**src/logic/pvt_pkg.sv**
```systemverilog
// shared constants and types for the panel video timing and power sequencer
package pvt_pkg;
  localparam int unsigned CLK_HZ          = 40_000_000;
  localparam int unsigned CHAN_BITS       = 6;
  localparam int unsigned PIX_BITS        = 3 * CHAN_BITS;
  localparam int unsigned RED_MSB         = 17;
  localparam int unsigned GREEN_MSB       = 11;
  localparam int unsigned BLUE_MSB        = 5;
  localparam int unsigned LINE_ACTIVE_CLOCKS = 1920;
  localparam int unsigned LINE_TOTAL_CLOCKS  = 2250;
  localparam int unsigned LINE_BLANK_CLOCKS  =
    LINE_TOTAL_CLOCKS - LINE_ACTIVE_CLOCKS;
  localparam int unsigned FRAME_ACTIVE_LINES = 1080;
  localparam int unsigned FRAME_TOTAL_LINES  = 1132;
  localparam int unsigned FRAME_BLANK_LINES  =
    FRAME_TOTAL_LINES - FRAME_ACTIVE_LINES;
  localparam real PIXEL_CLOCK_MHZ = 76.41;
  localparam int unsigned HPD_MAX_MS      = 200;
  localparam int unsigned BLACK_MAX_MS    = 200;
  localparam int unsigned SHOW_MAX_MS     = 50;
  localparam int unsigned OFF_MAX_MS      = 500;
  localparam int unsigned SUPPLY_OFF_HOLD_MS = 500;
  localparam int unsigned BL_STEP_MS      = 1;
  localparam int unsigned CYC_PER_MS      = CLK_HZ / 1000;
  localparam int unsigned HPD_MAX_CYC     = HPD_MAX_MS * CYC_PER_MS;
  localparam int unsigned SHOW_MAX_CYC    = SHOW_MAX_MS * CYC_PER_MS;
  localparam int unsigned OFF_MAX_CYC     = OFF_MAX_MS * CYC_PER_MS;
  localparam int unsigned HOLD_MIN_CYC    = SUPPLY_OFF_HOLD_MS * CYC_PER_MS;
  localparam int unsigned BL_STEP_CYC     = BL_STEP_MS * CYC_PER_MS;
  localparam int unsigned FIFO_DEPTH      = 16;
  localparam logic [PIX_BITS-1:0] PIX_BLACK = 18'h0_0000;
  typedef logic [PIX_BITS-1:0] pvt_pixel_t;
endpackage

```
**src/logic/pvt_link_if.sv**
```systemverilog
// link between video source and panel: video stream, hpd, power, backlight
`timescale 1ns/100ps
interface pvt_link_if
  import pvt_pkg::*;
();
  logic       panel_power;
  logic       hot_plug;
  logic       video_valid;
  logic       active_video_window;
  logic       line_start;
  logic       frame_start;
  pvt_pixel_t pixel;
  logic       backlight_supply;
  logic       backlight_dimming_signal;
  logic       backlight_enable;
  modport source (
    output panel_power, video_valid, active_video_window, line_start,
    output frame_start, pixel, backlight_supply,
    output backlight_dimming_signal, backlight_enable,
    input  hot_plug
  );
  modport panel (
    input  panel_power, video_valid, active_video_window, line_start,
    input  frame_start, pixel, backlight_supply,
    input  backlight_dimming_signal, backlight_enable,
    output hot_plug
  );
endinterface

```
**src/logic/pvt_fifo.sv**
```systemverilog
// small synchronous fifo with valid/ready on both sides
`timescale 1ns/100ps
module pvt_fifo #(
  parameter int unsigned WIDTH = 18,
  parameter int unsigned DEPTH = 16
) (
  // clock and reset
  input  wire logic             clk,
  input  wire logic             rstn,
  // fill side
  input  wire logic             in_valid,
  output      logic             in_ready,
  input  wire logic [WIDTH-1:0] in_data,
  // drain side
  output      logic             out_valid,
  input  wire logic             out_ready,
  output      logic [WIDTH-1:0] out_data
);
  localparam int unsigned AW = $clog2(DEPTH);
  logic [WIDTH-1:0] mem [DEPTH];
  logic [AW:0]      count;
  logic [AW:0]      next_count;
  logic [AW-1:0]    wr_ptr;
  logic [AW-1:0]    next_wr_ptr;
  logic [AW-1:0]    rd_ptr;
  logic [AW-1:0]    next_rd_ptr;
  logic             push;
  logic             pop;

  always_comb
  begin
    in_ready    = (count != (AW+1)'(DEPTH));
    out_valid   = (count != '0);
    out_data    = mem[rd_ptr];
    push        = in_valid && in_ready;
    pop         = out_valid && out_ready;
    next_wr_ptr = push ? wr_ptr + 1'b1 : wr_ptr;
    next_rd_ptr = pop ? rd_ptr + 1'b1 : rd_ptr;
    next_count  = count + {{AW{1'b0}}, push} - {{AW{1'b0}}, pop};
  end

  always_ff @(posedge clk)
  begin
    if (!rstn)
    begin
      count  <= '0;
      wr_ptr <= '0;
      rd_ptr <= '0;
    end
    else
    begin
      count  <= next_count;
      wr_ptr <= next_wr_ptr;
      rd_ptr <= next_rd_ptr;
    end
  end

  always_ff @(posedge clk)
  begin
    if (push)
      mem[wr_ptr] <= in_data;
  end
endmodule // pvt_fifo

```
**src/logic/pvt_source.sv**
```systemverilog
// video source end: power sequencer, timing generator, backlight control
// What the link requires of source and panel
// - each colour channel is six bits
// - larger channel code means brighter colour
// - pixel word packs red, green, blue, msb first
// - data bit one is high level
// - pixel rate nominally 76.41 MHz; here one pixel per clk, with CLK_HZ at 40 MHz
// - active window spans 1920 clocks per line
// - line total 2250, blanking 330 clocks
// - each frame has 1080 active lines
// - frame total 1132, blanking 52 lines
// - panel raises hot plug within 200 ms
// - panel makes black video within 200 ms
// - train link after hot plug, then video
// - panel shows valid video within 50 ms
// - backlight on only after valid video
// - backlight off before video stops
// - power off within 500 ms, stay off 500 ms
// - supply up 1 ms before dimming signal
// - dimming 1 ms before backlight enable
// - dimming stays 1 ms after enable drops
// - dimming off 1 ms before supply falls
// - no floating or invalid signalling
// - backlight after logic power and video
// - enable gates converter, dimming sets brightness
`timescale 1ns/100ps
module pvt_source
  import pvt_pkg::*;
(
  // clock and reset
  input  wire logic       clk,
  input  wire logic       rstn,
  // user control
  input  wire logic       power_request,
  input  wire logic       dimming_level,
  // pixel stream in
  input  wire logic       pix_valid,
  output      logic       pix_ready,
  input  wire pvt_pixel_t pix_data,
  // status
  output      logic       running,
  // link
  pvt_link_if.source      link
);
  typedef enum {
    S_OFF, S_WAIT_HPD, S_TRAIN, S_VIDEO, S_BL_SUP, S_BL_DIM, S_BL_ON,
    S_BLD_EN, S_BLD_DIM, S_BLD_SUP, S_VID_END, S_HOLD
  } pvt_state_t;

  pvt_state_t  state;
  pvt_state_t  next_state;
  logic [24:0] timer;
  logic [24:0] next_timer;
  logic [2:0]  hpd_sync;
  logic        hpd_seen;
  logic        next_hpd_seen;
  logic [11:0] hcount;
  logic [11:0] next_hcount;
  logic [10:0] vcount;
  logic [10:0] next_vcount;
  logic        fifo_valid;
  pvt_pixel_t  fifo_data;
  logic        active;
  logic        out_power;
  logic        out_video;
  logic        out_de;
  logic        out_ls;
  logic        out_fs;
  pvt_pixel_t  out_pix;
  logic        out_sup;
  logic        out_dim;
  logic        out_en;
  logic        out_run;
  logic        n_power;
  logic        n_video;
  logic        n_de;
  logic        n_ls;
  logic        n_fs;
  pvt_pixel_t  n_pix;
  logic        n_sup;
  logic        n_dim;
  logic        n_en;
  logic        n_run;

  pvt_fifo #(.WIDTH(PIX_BITS), .DEPTH(FIFO_DEPTH)) u_fifo (
    .clk       (clk),
    .rstn      (rstn),
    .in_valid  (pix_valid),
    .in_ready  (pix_ready),
    .in_data   (pix_data),
    .out_valid (fifo_valid),
    .out_ready (n_de),
    .out_data  (fifo_data)
  );

  // hot plug from the other end is asynchronous: three stages
  always_ff @(posedge clk)
  begin
    if (!rstn)
      hpd_sync <= 3'h0;
    else
      hpd_sync <= {hpd_sync[1:0], link.hot_plug};
  end

  always_comb
  begin
    next_hpd_seen = hpd_seen;
    if (hpd_sync[2] == hpd_sync[1])
      next_hpd_seen = hpd_sync[1];
  end

  // sequencer: timed waits counted on clk; the wait for hot plug has no limit
  always_comb
  begin
    next_state = state;
    next_timer = (timer != '0) ? timer - 1'b1 : timer;
    unique case (state)
      S_OFF:
        if (power_request)
        begin
          next_state = S_WAIT_HPD;
        end
      S_WAIT_HPD:
        if (hpd_seen)
        begin
          next_state = S_TRAIN;
          next_timer = 25'(BL_STEP_CYC);
        end
      S_TRAIN:
        if (timer == '0)
        begin
          next_state = S_VIDEO;
          next_timer = 25'(SHOW_MAX_CYC);
        end
      S_VIDEO:
        if (!power_request)
          next_state = S_VID_END;
        else if (timer == '0)
        begin
          next_state = S_BL_SUP;
          next_timer = 25'(BL_STEP_CYC);
        end
      S_BL_SUP:
        if (timer == '0)
        begin
          next_state = S_BL_DIM;
          next_timer = 25'(BL_STEP_CYC);
        end
      S_BL_DIM:
        if (timer == '0)
          next_state = S_BL_ON;
      S_BL_ON:
        if (!power_request || !hpd_seen)
        begin
          next_state = S_BLD_EN;
          next_timer = 25'(BL_STEP_CYC);
        end
      S_BLD_EN:
        if (timer == '0)
        begin
          next_state = S_BLD_DIM;
          next_timer = 25'(BL_STEP_CYC);
        end
      S_BLD_DIM:
        if (timer == '0)
          next_state = S_BLD_SUP;
      S_BLD_SUP:
        next_state = S_VID_END;
      S_VID_END:
      begin
        next_state = S_HOLD;
        next_timer = 25'(HOLD_MIN_CYC);
      end
      S_HOLD:
        if (timer == '0)
          next_state = S_OFF;
    endcase
  end

  // raster counters: 2250 x 1132 with 1920 x 1080 active
  always_comb
  begin
    next_hcount = hcount;
    next_vcount = vcount;
    // held at zero until video is on the link, so line 0 is full length
    if (!out_video)
    begin
      next_hcount = '0;
      next_vcount = '0;
    end
    else if (hcount == 12'(LINE_TOTAL_CLOCKS - 1))
    begin
      next_hcount = '0;
      next_vcount = (vcount == 11'(FRAME_TOTAL_LINES - 1)) ? '0
                  : vcount + 1'b1;
    end
    else
      next_hcount = hcount + 1'b1;
    active = out_video && (hcount < 12'(LINE_ACTIVE_CLOCKS))
          && (vcount < 11'(FRAME_ACTIVE_LINES));
  end

  // outputs derived from state; video drives black until fifo has data
  always_comb
  begin
    n_power = (state != S_OFF) && (state != S_HOLD);
    n_video = (state == S_VIDEO) || (state == S_BL_SUP)
           || (state == S_BL_DIM) || (state == S_BL_ON)
           || (state == S_BLD_EN) || (state == S_BLD_DIM)
           || (state == S_BLD_SUP);
    n_sup   = (state == S_BL_SUP) || (state == S_BL_DIM)
           || (state == S_BL_ON) || (state == S_BLD_EN)
           || (state == S_BLD_DIM);
    n_dim   = ((state == S_BL_DIM) || (state == S_BL_ON)
           || (state == S_BLD_EN)) && dimming_level;
    n_en    = (state == S_BL_ON);
    n_run   = (state == S_BL_ON);
    // window and starts drop together with video_valid
    n_de    = active && n_video;
    n_ls    = out_video && n_video && (hcount == '0);
    n_fs    = out_video && n_video && (hcount == '0) && (vcount == '0);
    n_pix   = (n_de && fifo_valid) ? fifo_data : PIX_BLACK;
  end

  always_ff @(posedge clk)
  begin
    if (!rstn)
    begin
      state     <= S_OFF;
      timer     <= '0;
      hpd_seen  <= 1'b0;
      hcount    <= '0;
      vcount    <= '0;
      out_power <= 1'b0;
      out_video <= 1'b0;
      out_de    <= 1'b0;
      out_ls    <= 1'b0;
      out_fs    <= 1'b0;
      out_pix   <= PIX_BLACK;
      out_sup   <= 1'b0;
      out_dim   <= 1'b0;
      out_en    <= 1'b0;
      out_run   <= 1'b0;
    end
    else
    begin
      state     <= next_state;
      timer     <= next_timer;
      hpd_seen  <= next_hpd_seen;
      hcount    <= next_hcount;
      vcount    <= next_vcount;
      out_power <= n_power;
      out_video <= n_video;
      out_de    <= n_de;
      out_ls    <= n_ls;
      out_fs    <= n_fs;
      out_pix   <= n_pix;
      out_sup   <= n_sup;
      out_dim   <= n_dim;
      out_en    <= n_en;
      out_run   <= n_run;
    end
  end

  assign link.panel_power              = out_power;
  assign link.video_valid              = out_video;
  assign link.active_video_window      = out_de;
  assign link.line_start               = out_ls;
  assign link.frame_start              = out_fs;
  assign link.pixel                    = out_pix;
  assign link.backlight_supply         = out_sup;
  assign link.backlight_dimming_signal = out_dim;
  assign link.backlight_enable         = out_en;
  assign running                       = out_run;
endmodule // pvt_source

```
**src/flat_wrapper.sv**
```systemverilog
// flat-port wrapper written by rule: the top's interface ports become plain ports
module pvt_source_flat import pvt_pkg::*;
  (clk, rstn, power_request, dimming_level, pix_valid, pix_ready, pix_data, running, link_panel_power, link_video_valid, link_active_video_window, link_line_start, link_frame_start, link_pixel, link_backlight_supply, link_backlight_dimming_signal, link_backlight_enable, link_hot_plug);
  pvt_link_if link_i ();
  input  wire logic clk;
  input  wire logic rstn;
  input  wire logic power_request;
  input  wire logic dimming_level;
  input  wire logic pix_valid;
  output      logic pix_ready;
  input  wire pvt_pixel_t pix_data;
  output      logic running;
  output wire logic [$bits(link_i.panel_power)-1:0] link_panel_power;
  output wire logic [$bits(link_i.video_valid)-1:0] link_video_valid;
  output wire logic [$bits(link_i.active_video_window)-1:0] link_active_video_window;
  output wire logic [$bits(link_i.line_start)-1:0] link_line_start;
  output wire logic [$bits(link_i.frame_start)-1:0] link_frame_start;
  output wire logic [$bits(link_i.pixel)-1:0] link_pixel;
  output wire logic [$bits(link_i.backlight_supply)-1:0] link_backlight_supply;
  output wire logic [$bits(link_i.backlight_dimming_signal)-1:0] link_backlight_dimming_signal;
  output wire logic [$bits(link_i.backlight_enable)-1:0] link_backlight_enable;
  input wire logic [$bits(link_i.hot_plug)-1:0] link_hot_plug;
  assign link_panel_power = link_i.panel_power;
  assign link_video_valid = link_i.video_valid;
  assign link_active_video_window = link_i.active_video_window;
  assign link_line_start = link_i.line_start;
  assign link_frame_start = link_i.frame_start;
  assign link_pixel = link_i.pixel;
  assign link_backlight_supply = link_i.backlight_supply;
  assign link_backlight_dimming_signal = link_i.backlight_dimming_signal;
  assign link_backlight_enable = link_i.backlight_enable;
  assign link_i.hot_plug = link_hot_plug;
  pvt_source u_core (.clk(clk), .rstn(rstn), .power_request(power_request), .dimming_level(dimming_level), .pix_valid(pix_valid), .pix_ready(pix_ready), .pix_data(pix_data), .running(running), .link(link_i));
endmodule
```
**config.mk**
```make
export PLATFORM = sky130hd
export DESIGN_NAME = pvt_source_flat
export DESIGN_NICKNAME = d
export VERILOG_FILES = /design/src/logic/pvt_pkg.sv /design/src/logic/pvt_link_if.sv /design/src/logic/pvt_fifo.sv /design/src/logic/pvt_source.sv /design/src/flat_wrapper.sv
export SDC_FILE = /design/constraint.sdc
export NUM_CORES = 1
export LEC_CHECK = 0
export BUFFER_PORTS_ARGS = -buffer_cell sky130_fd_sc_hd__buf_2
export CORE_UTILIZATION = 35
export DETAILED_ROUTE_END_ITERATION = 8
export SYNTH_ARGS = -nofsm -noshare
export SYNTH_HDL_FRONTEND = slang
export SYNTH_HIERARCHICAL = 1
export SYNTH_SLANG_ARGS = --single-unit
```
**constraint.sdc**
```tcl
create_clock -name clk -period 2.9 [get_ports clk]
set_clock_uncertainty 0.1 [all_clocks]
set_input_delay 0.435 -clock clk [delete_from_list [all_inputs] [get_ports clk]]
set_output_delay 0.435 -clock clk [all_outputs]
set_load 0.02 [all_outputs]
```
== Word-level counts from Yosys, hierarchy flattened ==
Memory sizes are Yosys's and may differ from the RTL's. A register that Yosys moved wholly into a read port is not among the register bits.
Index checks and enable logic that the tools add are counted.
Widths: inputs -> output; s select.
Word-level totals
  register bits after elaboration: 105
  bits in writable memories: 288
  input port bits: 24
  output and inout bits: 28
  logic and storage cells: 122
  memories: 1
Operators by class
  add/sub/neg operators: 7
  $lt $le $gt $ge: 2
  eq/ne operators: 33
  multiplexer cells: 22
  bitwise operators: 2
  reductions and logical operators: 38
Memories
  u_core.u_fifo.mem: depth 16, width 18, read ports 1, clocked after memory_dff 1, write ports 1, line pvt_fifo.sv:20  | logic [WIDTH-1:0] mem [DEPTH];
Operators by type and width (number)
  $pmux 32 s12: 1
  $mux 32: 11
  $eq 32x4->1 const B: 8
  $eq 32x3->1 const B: 5
  $mux 25: 6
  $pmux 25 s6: 1
  $eq 32x2->1 const B: 2
  $eq 32x5->1 const B: 2
  $eq 32x1->1 const B: 1
  $logic_not 32->1: 1
  $ne 32x5->1 const B: 1
  $reduce_bool 32->1: 1
  $logic_not 25->1: 1
  $reduce_bool 25->1: 1
  $sub 25x1->25 const B: 1
  $ne 2x1->1 const B: 8
  $logic_or 1x1->1: 13
  $add 12x1->12 const B: 1
  $eq 12x12->1 const B: 1
  $logic_not 12->1: 1
  $lt 12x11->1 const B: 1
  $add 11x1->11 const B: 1
  $eq 11x11->1 const B: 1
  $logic_not 11->1: 1
  18 further kinds: 33

== Logic depth before layout (Yosys ltp) ==
Gate-level depths: netlist (run 1).
  depth after elaboration: 11
  gate-level depth with buffers: 18
  depth with buffers taken out: 17

== Modules after synthesis ==
Netlist (run 1), hierarchy kept.
By module, submodules not included
  pvt_fifo: instances 1, cells an instance 551, area each 11778.8 um2, sequential area each 8988.6 um2
  pvt_source: instances 1, cells an instance 426, area each 3751.1 um2, sequential area each 1641.6 um2

== Worst setup path after synthesis (run 1) ==
OpenSTA, ideal clock, no wires.
  path kind: register to register
  from: register u_core.u_fifo.count[2]
  to: memory u_core.u_fifo.mem[3][0], enable pin
  setup time: 0.439 ns
  data arrival time: 2.889 ns
  required time: 2.361 ns
  setup slack: -0.528 ns
  stages on the path, launching flop included: 7
  path buffers: 1
  period minus slack after synthesis: 3.428 ns
  cells stage by stage: dfxtp_1 > inv_1 > ha_1 > nand4bb_1 > nand2_1 > buf_2 > nor4_1
On the way
  cells in the longest elaborated chain, start to end: 4
RTL lines
  start, declared: line pvt_fifo.sv:21  | logic [AW:0] count;
  start signal, assigned: line pvt_fifo.sv:52  | count <= next_count;
  $ne 5x5->1: line pvt_fifo.sv:32  | in_ready = (count != (AW+1)'(DEPTH));
  named net pix_ready: line flat_wrapper.sv:10  | output logic pix_ready;
  $logic_and 1x1->1: line pvt_fifo.sv:35  | push = in_valid && in_ready;
  $mux 1: line pvt_fifo.sv:60  | if (push)
  $mux 1 (implied by the code): line pvt_fifo.sv:61  | mem[wr_ptr] <= in_data;
  end, declared: line pvt_fifo.sv:20
The timed path passes the listed nets, and every way through them passes these cells.

== Final worst setup path (run 1) ==
  from: register u_core.vcount[8]
  to: register u_core.u_fifo.count[4]
On the way
  cells in the longest elaborated chain, start to end: 5
RTL lines
  start, declared: line pvt_source.sv:59  | logic [10:0] vcount;
  start signal, assigned: line pvt_source.sv:251  | vcount <= next_vcount;
  $lt 11x11->1: line pvt_source.sv:200  | && (vcount < 11'(FRAME_ACTIVE_LINES));
  $logic_and 1x1->1: line pvt_source.sv:200
  $logic_and 1x1->1: line pvt_source.sv:219  | n_de = active && n_video;
  named net u_core.n_de: line pvt_source.sv:76  | logic n_de;
  $logic_and 1x1->1: line pvt_fifo.sv:36  | pop = out_valid && out_ready;
  $sub 5x1->5: line pvt_fifo.sv:39  | next_count = count + {{AW{1'b0}}, push} - {{AW{1'b0}}, pop};
The timed path passes the listed nets, and every way through them passes these cells.
A chain may end at the register's enable or synchronous reset.

==> reports/qor.txt, run 1 <==
Critical path fanouts, max -> 2
Outcome -> complete, no violations
Max-slew violation count -> 0
Most frequent cells in the layout -> edfxtp_1 (288), dfxtp_1 (94), mux4_2 (60)
Syn_area_per_cell -> 15.9 um^2
Final net count -> 1,123
Main flop type after synthesis -> edfxtp_1
Hold_sp -> dimming_level
TritonRoute pass-1 iters -> 4
Multi-input gate area -> 0.00467 mm^2
Die height -> 213 um
Origin of the worst setup path -> u_core/vcount[8]
IO Port Bufs -> 51
Worst Max-Slew Pin Slew -> 633 ps
Crit end category -> flip-flop
WP buf/inv -> 3
Highest clock rate -> 350 MHz
Largest net degree at the start of global routing -> 39
Post-DRT Antenna Nets -> 0
N_diodes -> 0
CTS Buffer Depth -> 3
All-layer global routing usage -> 14.9%
Final Total Pwr -> 14.1 mW
First-pass GRT wire length -> 50,400 um
CTS root buffer -> clkbuf_16
Met1 Use GR -> 20.1%
Max incr delay on CP -> 400 ps
CTS tree -> done
EDFF count, synth -> 288
Final setup vio count -> 0
Synth Warn # -> 6
Met3 usage in global routing -> 2.51%
Fillers -> 3,971
Cell breakdown of the critical path -> or3_4 -> o31ai_4 -> nand3b_1 -> nor2_2 -> nand2_2 -> inv_2 -> ha_4 -> inv_4 -> ha_4 -> inv_2 -> fa_2 -> nand2b_4 -> a21oi_2 -> o21ai_1 -> and3b_1
Core Util, Final -> 41.5%
Most common cell after layout, fill and taps aside -> edfxtp_1
Hold Crit Class -> input port to flip-flop
Startpoint types -> flip-flop
R2r startpoint -> u_core/vcount[8]
Worst hold slack -> 39.0 ps
Unique masters post-synth -> 65
Clock transition at path regs -> 60 ps
Critical Path Slowest Stage Cell -> or3_4
Leakage -> 6.06 nW
Final period util -> 98.6%
Fraction of layout cells with a size suffix above 1 -> 22.8%
Initial antenna violation count -> 1
Clock Latency Late Sink -> 530 ps
WP data required -> 3220 ps
DRT iter0 DRCs -> 521
Met2 usage -> 24.9%
Gr ovfl total -> 0
Via count -> 8,523
Post-Layout Cell Count -> 1,693
Synth-to-Final Area Change -> 16.2%
FFs w/ async S/R, synth -> 0%
WL final -> 32,500 um
Relative slew slack -> 57.7%
DR WL/cell -> 19.2 um
#FFs+latches synth -> 387
Final hold vios -> 0
Register area share after synthesis -> 68.4%
Synth Instances -> 977
Via density -> 5.03
Syn_nets -> 1,024
WP data arrival -> 3180 ps
Placed instance count -> 1,613
Starting density of the core -> 35.7%
CTS H-tree depth -> 2
Most Crowded Layer GR -> met2
Number of global-route vias before repair -> 8,720
Hpwl dp -> 18,200 um
WS Path Type -> flip-flop to flip-flop
Cts bufs inserted -> 41
Placer congestion estimate -> 0.808
Boundary pin count -> 52
Tmin final -> 2860 ps
Sequential cell area -> 0.0106 mm^2
Post-Syn Area -> 0.0155 mm^2
Die ar. -> 0.0452 mm^2
Max-cap violations -> 0
Rows -> 76
Setup TNS -> 0 ps
Residual DRC count -> 0
Clock net sink count -> 387
Pwr dens -> 781 mW/mm^2
Maximum vdd drop -> 0.000660 V
Die X -> 213 um
Unrepaired setup endpoints after global routing -> yes
Delay-heaviest family, CP -> simple AND/OR/NAND/NOR gates
Core region area -> 0.0435 mm^2
==> registers in the layout, summed over array words and instances, names as in the netlist, named ones only <==
name / cells
u_core/hcount: 12
u_core/hpd_seen: 1
u_core/hpd_sync: 3
u_core/link.active_video_window: 1
u_core/link.backlight_dimming_signal: 1
u_core/link.backlight_supply: 1
u_core/link.frame_start: 1
u_core/link.line_start: 1
u_core/link.panel_power: 1
u_core/link.pixel: 18
u_core/link.video_valid: 1
u_core/running: 1
u_core/state: 4
u_core/timer: 25
u_core/u_fifo/count: 5
u_core/u_fifo/mem: 288
u_core/u_fifo/rd_ptr: 4
u_core/u_fifo/wr_ptr: 4
u_core/vcount: 11
==> per-layer routing <==
| metal | vias up | wire length [um] | part of all wire [%] |
|---|---|---|---|
| met3 | 50 | 1530 | 4.7 |
| met2 | 167 | 15800 | 49 |
| li1 | 3978 | - | - |
| met1 | 4326 | 14600 | 45 |
| met4 | 2 | 618 | 1.9 |
| met5 | - | 12 | 0.037 |
==> area by class of cell <==
class	instances	share of cell area, %
inverter	24	0.513
multi-input combinational	520	25.9
timing repair buffer	102	3.83
tap	585	4.06
clock inverter	15	0.589
clock buffer	60	6.19
sequential	387	59.0
==> per-stage QoR <==
step                      area [um^2]  setup WS [ps]
final                           18000           41.5
after global routing            18000           -100
after CTS                       18000           1.22
after detailed placement        16700          -53.6
after global placement          16700           23.3
after floorplan                 15600           -528
==> cell families after synthesis <==
kind of cell	synth area share [%]
AOI/OAI and AO/OA	5.08
muxes	10.9
buffers and inverters	2.18
DFF	68.4
adders and majority gates	1.90
xor gates and xnor gates	2.37
and+or+nand+nor	9.17
==> where the power goes <==
group	internal, mW	switching, mW
sequential	6.30	0.245
combinational	1.19	1.54
clock	2.77	2.05
==> final timing paths <==
| check | slack (ps) | cells past startpoint | endpoint |
|---|---|---|---|
| worst max-delay path | 40 | 15 | u_core/u_fifo/count[4] |
| worst min-delay path | 40 | 3 | u_core/link.backlight_dimming_signal |
| worst max register to register | 40 | 15 | u_core/u_fifo/count[4] |
| worst min register to register | 360 | 1 | u_core/hpd_sync[2] |
==> cells in the mapped netlist (6+ instances only) <==
library cell  instances  area, um^2
mux4_2               60        1350
nand3_1              21         105
clkbuf_1             23        86.3
ha_1                 22         275
o21ai_1              11        55.1
a22oi_1              37         278
or3_1                10        62.6
nor3_1               13        65.1
xnor2_1              20         175
buf_6                 6        67.6
dfxtp_1              99        1980
nor2_1               51         191
and3_1               14        87.6
and2_1               43         269
mux4_1               12         315
nand2_1              51         191
a21oi_1              22         110
inv_1                24        90.1
nor2b_1               8        50.1
buf_4                 6        45.0
xor2_1               22         193
o21ai_0              13        65.1
nor4_1               15        93.8
edfxtp_1            288        8650
==> worst min-delay path, cell delays in order <==
cell	delay [ps]
buf_2	90
nand3_1	70
nor2_1	30
==> what timing repair did <==
| item | in CTS | in global routing |
|---|---|---|
| endpoints found under the hold margin | 1 | 0 |
| hold buffers | 1 | 0 |
| pin swaps | 4 | 9 |
| setup endpoints to repair | 1 | 1 |
| resized for setup | 2 | 8 |
| setup buffers | 2 | 2 |
No activity file was read; power rests on OpenSTA's default activity.
==> run 2, diff against run 1 <==
--- a/config.mk
+++ b/config.mk
@@ -5,9 +5,11 @@
 export SDC_FILE = /design/constraint.sdc
 export NUM_CORES = 1
 export LEC_CHECK = 0
+export ABC_CLOCK_PERIOD_IN_PS = 2320
 export BUFFER_PORTS_ARGS = -buffer_cell sky130_fd_sc_hd__buf_2
 export CORE_UTILIZATION = 35
 export DETAILED_ROUTE_END_ITERATION = 8
+export GPL_TIMING_DRIVEN = 0
 export SYNTH_ARGS = -nofsm -noshare
 export SYNTH_HDL_FRONTEND = slang
 export SYNTH_HIERARCHICAL = 1
==> constraint.sdc (replaced) <==
create_clock -name clk -period 2.32 [get_ports clk]
set_clock_uncertainty 0.1 [all_clocks]
set_input_delay 0.348 -clock clk [delete_from_list [all_inputs] [get_ports clk]]
set_output_delay 0.348 -clock clk [all_outputs]
set_load 0.02 [all_outputs]
==> run 2 against run 1 <==
  * The run now ends with setup timing left
  * Highest routed layer unchanged
  * Clock power rose by 31%
  * Largest power group unchanged
  * Power rose by 34%
  * Critical path depth did not move
  * Sequential cell count did not move
  * Clock-buffer cell count rose by 3
  * Register-to-register slack got worse by 530 ps
==> reports/qor.txt, run 2 (synthesis gave the netlist of run 1 again) <==
TritonRoute pass-1 iters -> 4 (unchanged)
Worst Max-Slew Pin Slew -> 910 ps (+278 ps)
Top reg by flops -> u_core/u_fifo/mem
Residual DRC count -> 0 (unchanged)
Final hold vios -> 0 (unchanged)
Clock net sink count -> 387 (unchanged)
Max-slew violation count -> 0 (unchanged)
Setup TNS -> -4690 ps (-4690 ps)
Max-cap violations -> 0 (unchanged)
Core region area -> 0.0435 mm^2 (unchanged)
Final net count -> 1,171 (+4.3%)
Largest register FFs -> 288 (unchanged)
Tmin final -> 2800 ps (-54.2 ps)
Die X -> 213 um (unchanged)
Outcome -> complete, but fails checks
WP data required -> 2650 ps (-570 ps)
DR WL/cell -> 19.7 um (+2.4%)
First-pass GRT wire length -> 52,600 um (+4.3%)
Final setup vio count -> 39 (+39)
Clock transition at path regs -> 60 ps (about the same)
Worst hold slack -> 27.3 ps (-11.6 ps)
Pwr dens -> 990 mW/mm^2 (+27%)
All-layer global routing usage -> 15.5% (+0.60 points)
Crit end category -> flip-flop
Startpoint types -> flip-flop
Synth-to-Final Area Change -> 23.0%
WS Path Type -> flip-flop to flip-flop
Maximum vdd drop -> 0.000557 V (-16%)
Number of global-route vias before repair -> 8,977 (+2.9%)
Most frequent cells in the layout -> edfxtp_1 (288), dfxtp_1 (94), mux4_2 (60)
Die height -> 213 um (unchanged)
CTS H-tree depth -> 2 (unchanged)
Post-DRT Antenna Nets -> 0 (unchanged)
Cell Area, Placed -> 0.0167 mm^2 (about the same)
Final period util -> 121% (+22 points)
Critical path fanouts, max -> 2 (unchanged)
Failing checks -> setup timing
Post-route cell area -> 0.0191 mm^2 (+5.9%)
IO Port Bufs -> 51 (unchanged)
Final Worst Setup Slack -> -484 ps (-526 ps)
Boundary pin count -> 52 (unchanged)
CTS root buffer -> clkbuf_16
Placed instance count -> 1,617 (+0.25%)
Starting density of the core -> 35.7% (unchanged)
Gr ovfl total -> 0 (unchanged)
Unrepaired setup endpoints after global routing -> yes
Fraction of layout cells with a size suffix above 1 -> 29.4% (+6.5 points)
Die ar. -> 0.0452 mm^2 (unchanged)
WL final -> 34,200 um (+5.2%)
Relative slew slack -> 39.1% (-19 points)
CTS tree -> done
Rows -> 76 (unchanged)
Largest net degree at the start of global routing -> 19 (-51%)
DRT iter0 DRCs -> 464 (-11%)
Leakage -> 6.43 nW (+6.2%)
Via density -> 5.09 (+1.1%)
Final Total Pwr -> 18.9 mW (+34%)
N_diodes -> 0 (unchanged)
Via count -> 8,856 (+3.9%)
Post-Layout Cell Count -> 1,740 (+2.8%)
Clock Latency Late Sink -> 540 ps (about the same)
Placer congestion estimate -> 0.813 (+0.59%)
Highest clock rate -> 357 MHz (+1.9%)
Cts bufs inserted -> 40 (-2.4%)
Initial antenna violation count -> 2 (+1)
Hold Crit Class -> input port to flip-flop
Hpwl dp -> 20,700 um (+14%)
CTS Buffer Depth -> 3 (unchanged)
Most common cell after layout, fill and taps aside -> edfxtp_1
WP data arrival -> 3130 ps (-50 ps)
-- run 2: cell count changes in the layout (fill, tap and decap cells not counted), sizes merged --
cell and change:
clkinvlp -1, inv -1, clkinv -4, dlygate4sd3 +1, buf +32, bufinv +1
clkbuf +19
-- run 2: where the power goes --
part	switching (mW)	internal, mW
combinational	2.39	2.00
sequential	0.313	7.88
clock	2.59	3.73
total	5.30	13.6
-- run 2: cell type report --
cell class | count | area (um^2)
multi-input cells | 520 | 5020
well taps | 585 | 732
clock inverters | 10 | 124
plain buffers | 38 | 218
clock buffers | 63 | 1180
flip-flops and latches | 387 | 10600
repair buffers | 113 | 1090
fillers | 3786 | 24400
inverters | 24 | 92.6
-- run 2: worst max-delay path, cell delays in order (launching register included) --
cell	delay, ps
dfxtp_2	320
or3_4	400
o31ai_4	180
nand3b_1	140
nor2_4	160
nand2_2	70
inv_2	60
ha_4	190
inv_2	60
ha_4	120
inv_2	30
fa_2	330
nand2b_4	160
a21oi_4	130
o21ai_1	60
and3b_1	170
-- run 2: per-layer routing --
metal,routed length (um),global-route usage [%],vias to the layer above
li1,-,-,4082
met1,14700,20.3,4488
met2,17100,26.5,221
met3,1650,2.66,61
met4,711,4.34,4
met5,24,0,-
-- run 2: metrics by stage --
stage          utilization (%)  setup WS (ps)
5_1_grt                   44.0           -668
6_report                  44.0           -484
3_5_place_dp              38.5           -816
3_3_place_gp              38.3          -1650
4_1_cts                   43.3           -573
2_1_floorplan                -           -467
-- run 2: what timing repair did --
item,CTS,global route
pin swaps,42,25
buffers inserted,42,14
hold buffers,2,0
gates resized for setup,52,38
endpoints found under the setup margin,339,324
hold endpoints to repair,2,0
-- run 2: final timing paths --
| path | startpoint | end | slack [ps] | cells after the start |
|---|---|---|---|---|
| max | u_core/vcount[8] | u_core/u_fifo/count[4] | -480 | 15 |
| min | pix_valid | u_core/u_fifo/wr_ptr[1] | 30 | 3 |
| max reg2reg | u_core/vcount[8] | u_core/u_fifo/count[4] | -480 | 15 |
| min reg2reg | u_core/hpd_sync[0] | u_core/hpd_sync[1] | 330 | 1 |
==> run 3, diff against run 2 <==
==> constraint.sdc (replaced) <==
create_clock -name clk -period 2.32 [get_ports clk]
set_clock_uncertainty 0.1 [all_clocks]
set_input_delay 0.232 -clock clk [delete_from_list [all_inputs] [get_ports clk]]
set_output_delay 0.232 -clock clk [all_outputs]
set_load 0.02 [all_outputs]
==> run 3 against run 2 <==
  * The run still ends with setup timing left
  * Die area did not move
  * Core utilization is 0.49 points higher
  * First-iteration DRC count increased by 9.1%
  * Cell count is 1.3% higher
  * Sequential power hardly changed
  * Critical endpoint unchanged
==> reports/qor.txt, run 3 (synthesis gave the netlist of run 1 again) <==
DR WL/cell -> 19.5 um (-0.77%)
Reg2reg setup slack -> -490 ps (about the same)
Most common cell after layout, fill and taps aside -> edfxtp_1
Critical path fanouts, max -> 2 (unchanged)
Dpl ws -> -816 ps (unchanged)
Maximum vdd drop -> 0.000558 V (+0.18%)
Largest net degree at the start of global routing -> 19 (unchanged)
CTS Buffer Depth -> 3 (unchanged)
Final period util -> 121% (+0.26 points)
Relative slew slack -> 39.7% (+0.61 points)
Synth-to-Final Area Change -> 24.4%
DRT iter0 DRCs -> 506 (+9.1%)
CTS root buffer -> clkbuf_16
First-pass GRT wire length -> 52,900 um (+0.67%)
Clock net sink count -> 387 (unchanged)
Most frequent cells in the layout -> edfxtp_1 (288), dfxtp_1 (94), mux4_2 (60)
Clock transition at path regs -> 60 ps (about the same)
Hold worst-path end -> u_core/u_fifo/wr_ptr[2]
Final setup vio count -> 39 (unchanged)
Cell Area, Placed -> 0.0167 mm^2 (unchanged)
Failing checks -> setup timing
Via density -> 5.08 (-0.11%)
Startpoint types -> flip-flop
WHS Path Cells -> 4 (+1)
Outcome -> complete, but fails checks
Placer congestion estimate -> 0.813 (unchanged)
All-layer global routing usage -> 15.6% (+0.071 points)
Post-route cell area -> 0.0193 mm^2 (+1.1%)
WP data required -> 2640 ps (about the same)
Final Total Pwr -> 18.9 mW (+0.17%)
Boundary pin count -> 52 (unchanged)
Via count -> 8,958 (+1.2%)
Rows -> 76 (unchanged)
R2r startpoint -> u_core/vcount[8]
CTS tree -> done
IO Port Bufs -> 51 (unchanged)
WS Path Type -> flip-flop to flip-flop
Max-slew violation count -> 0 (unchanged)
Highest clock rate -> 356 MHz (-0.21%)
Worst hold slack -> 35.8 ps (+8.49 ps)
Fraction of layout cells with a size suffix above 1 -> 28.8% (-0.52 points)
Core Util, Final -> 44.4% (+0.49 points)
Crit end category -> flip-flop
Worst Max-Slew Pin Slew -> 901 ps (-9.09 ps)
Worst r2r dst -> u_core/u_fifo/count[4]
TritonRoute pass-1 iters -> 5 (+1)
Die X -> 213 um (unchanged)
CTS H-tree depth -> 2 (unchanged)
Hold_sp -> pix_valid
Number of global-route vias before repair -> 9,102 (+1.4%)
Core region area -> 0.0435 mm^2 (unchanged)
Max-cap violations -> 0 (unchanged)
Pwr dens -> 980 mW/mm^2 (-0.93%)
Die ar. -> 0.0452 mm^2 (unchanged)
Gr ovfl total -> 0 (unchanged)
Tmin final -> 2810 ps (+5.92 ps)
Starting density of the core -> 35.7% (unchanged)
Hpwl dp -> 20,700 um (unchanged)
Top reg by flops -> u_core/u_fifo/mem
Post-DRT Antenna Nets -> 0 (unchanged)
Unrepaired setup endpoints after global routing -> yes
WL final -> 34,400 um (+0.49%)
Final Worst Setup Slack -> -490 ps (-5.92 ps)
Largest register FFs -> 288 (unchanged)
Initial antenna violation count -> 1 (-1)
Final hold vios -> 0 (unchanged)
Die height -> 213 um (unchanged)
Hold Crit Class -> input port to flip-flop
Cts bufs inserted -> 40 (unchanged)
WP data arrival -> 3140 ps (about the same)
Worst reg2reg path depth -> 15 (unchanged)
Leakage -> 6.52 nW (+1.4%)
Final net count -> 1,192 (+1.8%)
Clock Latency Late Sink -> 530 ps (about the same)
Residual DRC count -> 0 (unchanged)
==> run 3: through the flow <==
step / instances / setup TNS [ps]
floorplan: 977 / -28050
global placement: 1613 / -202190
detailed placement: 1617 / -127880
CTS: 1750 / -23060
global route: 1762 / -11970
finish: 1762 / -4630
==> run 3: timing repair <==
action,in CTS,in global routing
gates resized for setup,52,37
hold buffers,23,0
pin swaps,42,25
buffers inserted,42,14
endpoints found under the setup margin,339,325
endpoints found under the hold margin,295,0
==> run 3: metal layers <==
metal	track usage [%]	share of wire [%]	vias up
li1	-	-	4125
met1	20.4	43	4556
met2	26.7	50	216
met3	2.50	4.6	61
met4	4.34	2.1	0
met5	0	0	-
==> run 3: area by class of cell <==
class | instances | area, um^2
diodes | 1 | 2.50
plain buffers | 38 | 221
clock buffers | 63 | 1180
clock inverters | 10 | 124
fillers | 3775 | 24100
inverters | 24 | 92.6
multi-input cells | 520 | 5030
flip-flops and latches | 387 | 10600
well taps | 585 | 732
repair buffers | 134 | 1290
==> run 3: how the worst max path moves through the flow <==
stage | from | end | cells past startpoint
after floorplan | u_core/state[2] | u_core/u_fifo/count[4] | 18
after global placement | u_core/u_fifo/count[2] | u_core/u_fifo/mem[3][7] | 6
after detailed placement | u_core/vcount[7] | u_core/u_fifo/count[4] | 15
after CTS | u_core/vcount[8] | u_core/u_fifo/count[4] | 15
after global routing | u_core/vcount[8] | u_core/u_fifo/count[4] | 15
final | u_core/vcount[8] | u_core/u_fifo/count[4] | 15
==> run 3: critical path: stages, from the launching register on <==
cell      delay (ps)
dfxtp_2          320
or3_4            400
o31ai_4          180
nand3b_1         150
nor2_4           160
nand2_2           70
inv_2             60
ha_4             190
inv_2             60
ha_4             120
inv_2             30
fa_2             330
nand2b_4         160
a21oi_4          130
o21ai_1           60
and3b_1          180
==> run 3: power breakdown <==
part           total, mW  internal [mW]  leakage, nW  switching, mW
registers           8.20           7.89         3.41          0.314
clock network       6.31           3.73        0.635           2.58
logic               4.43           2.02         2.48           2.41
total               18.9           13.6         6.52           5.30
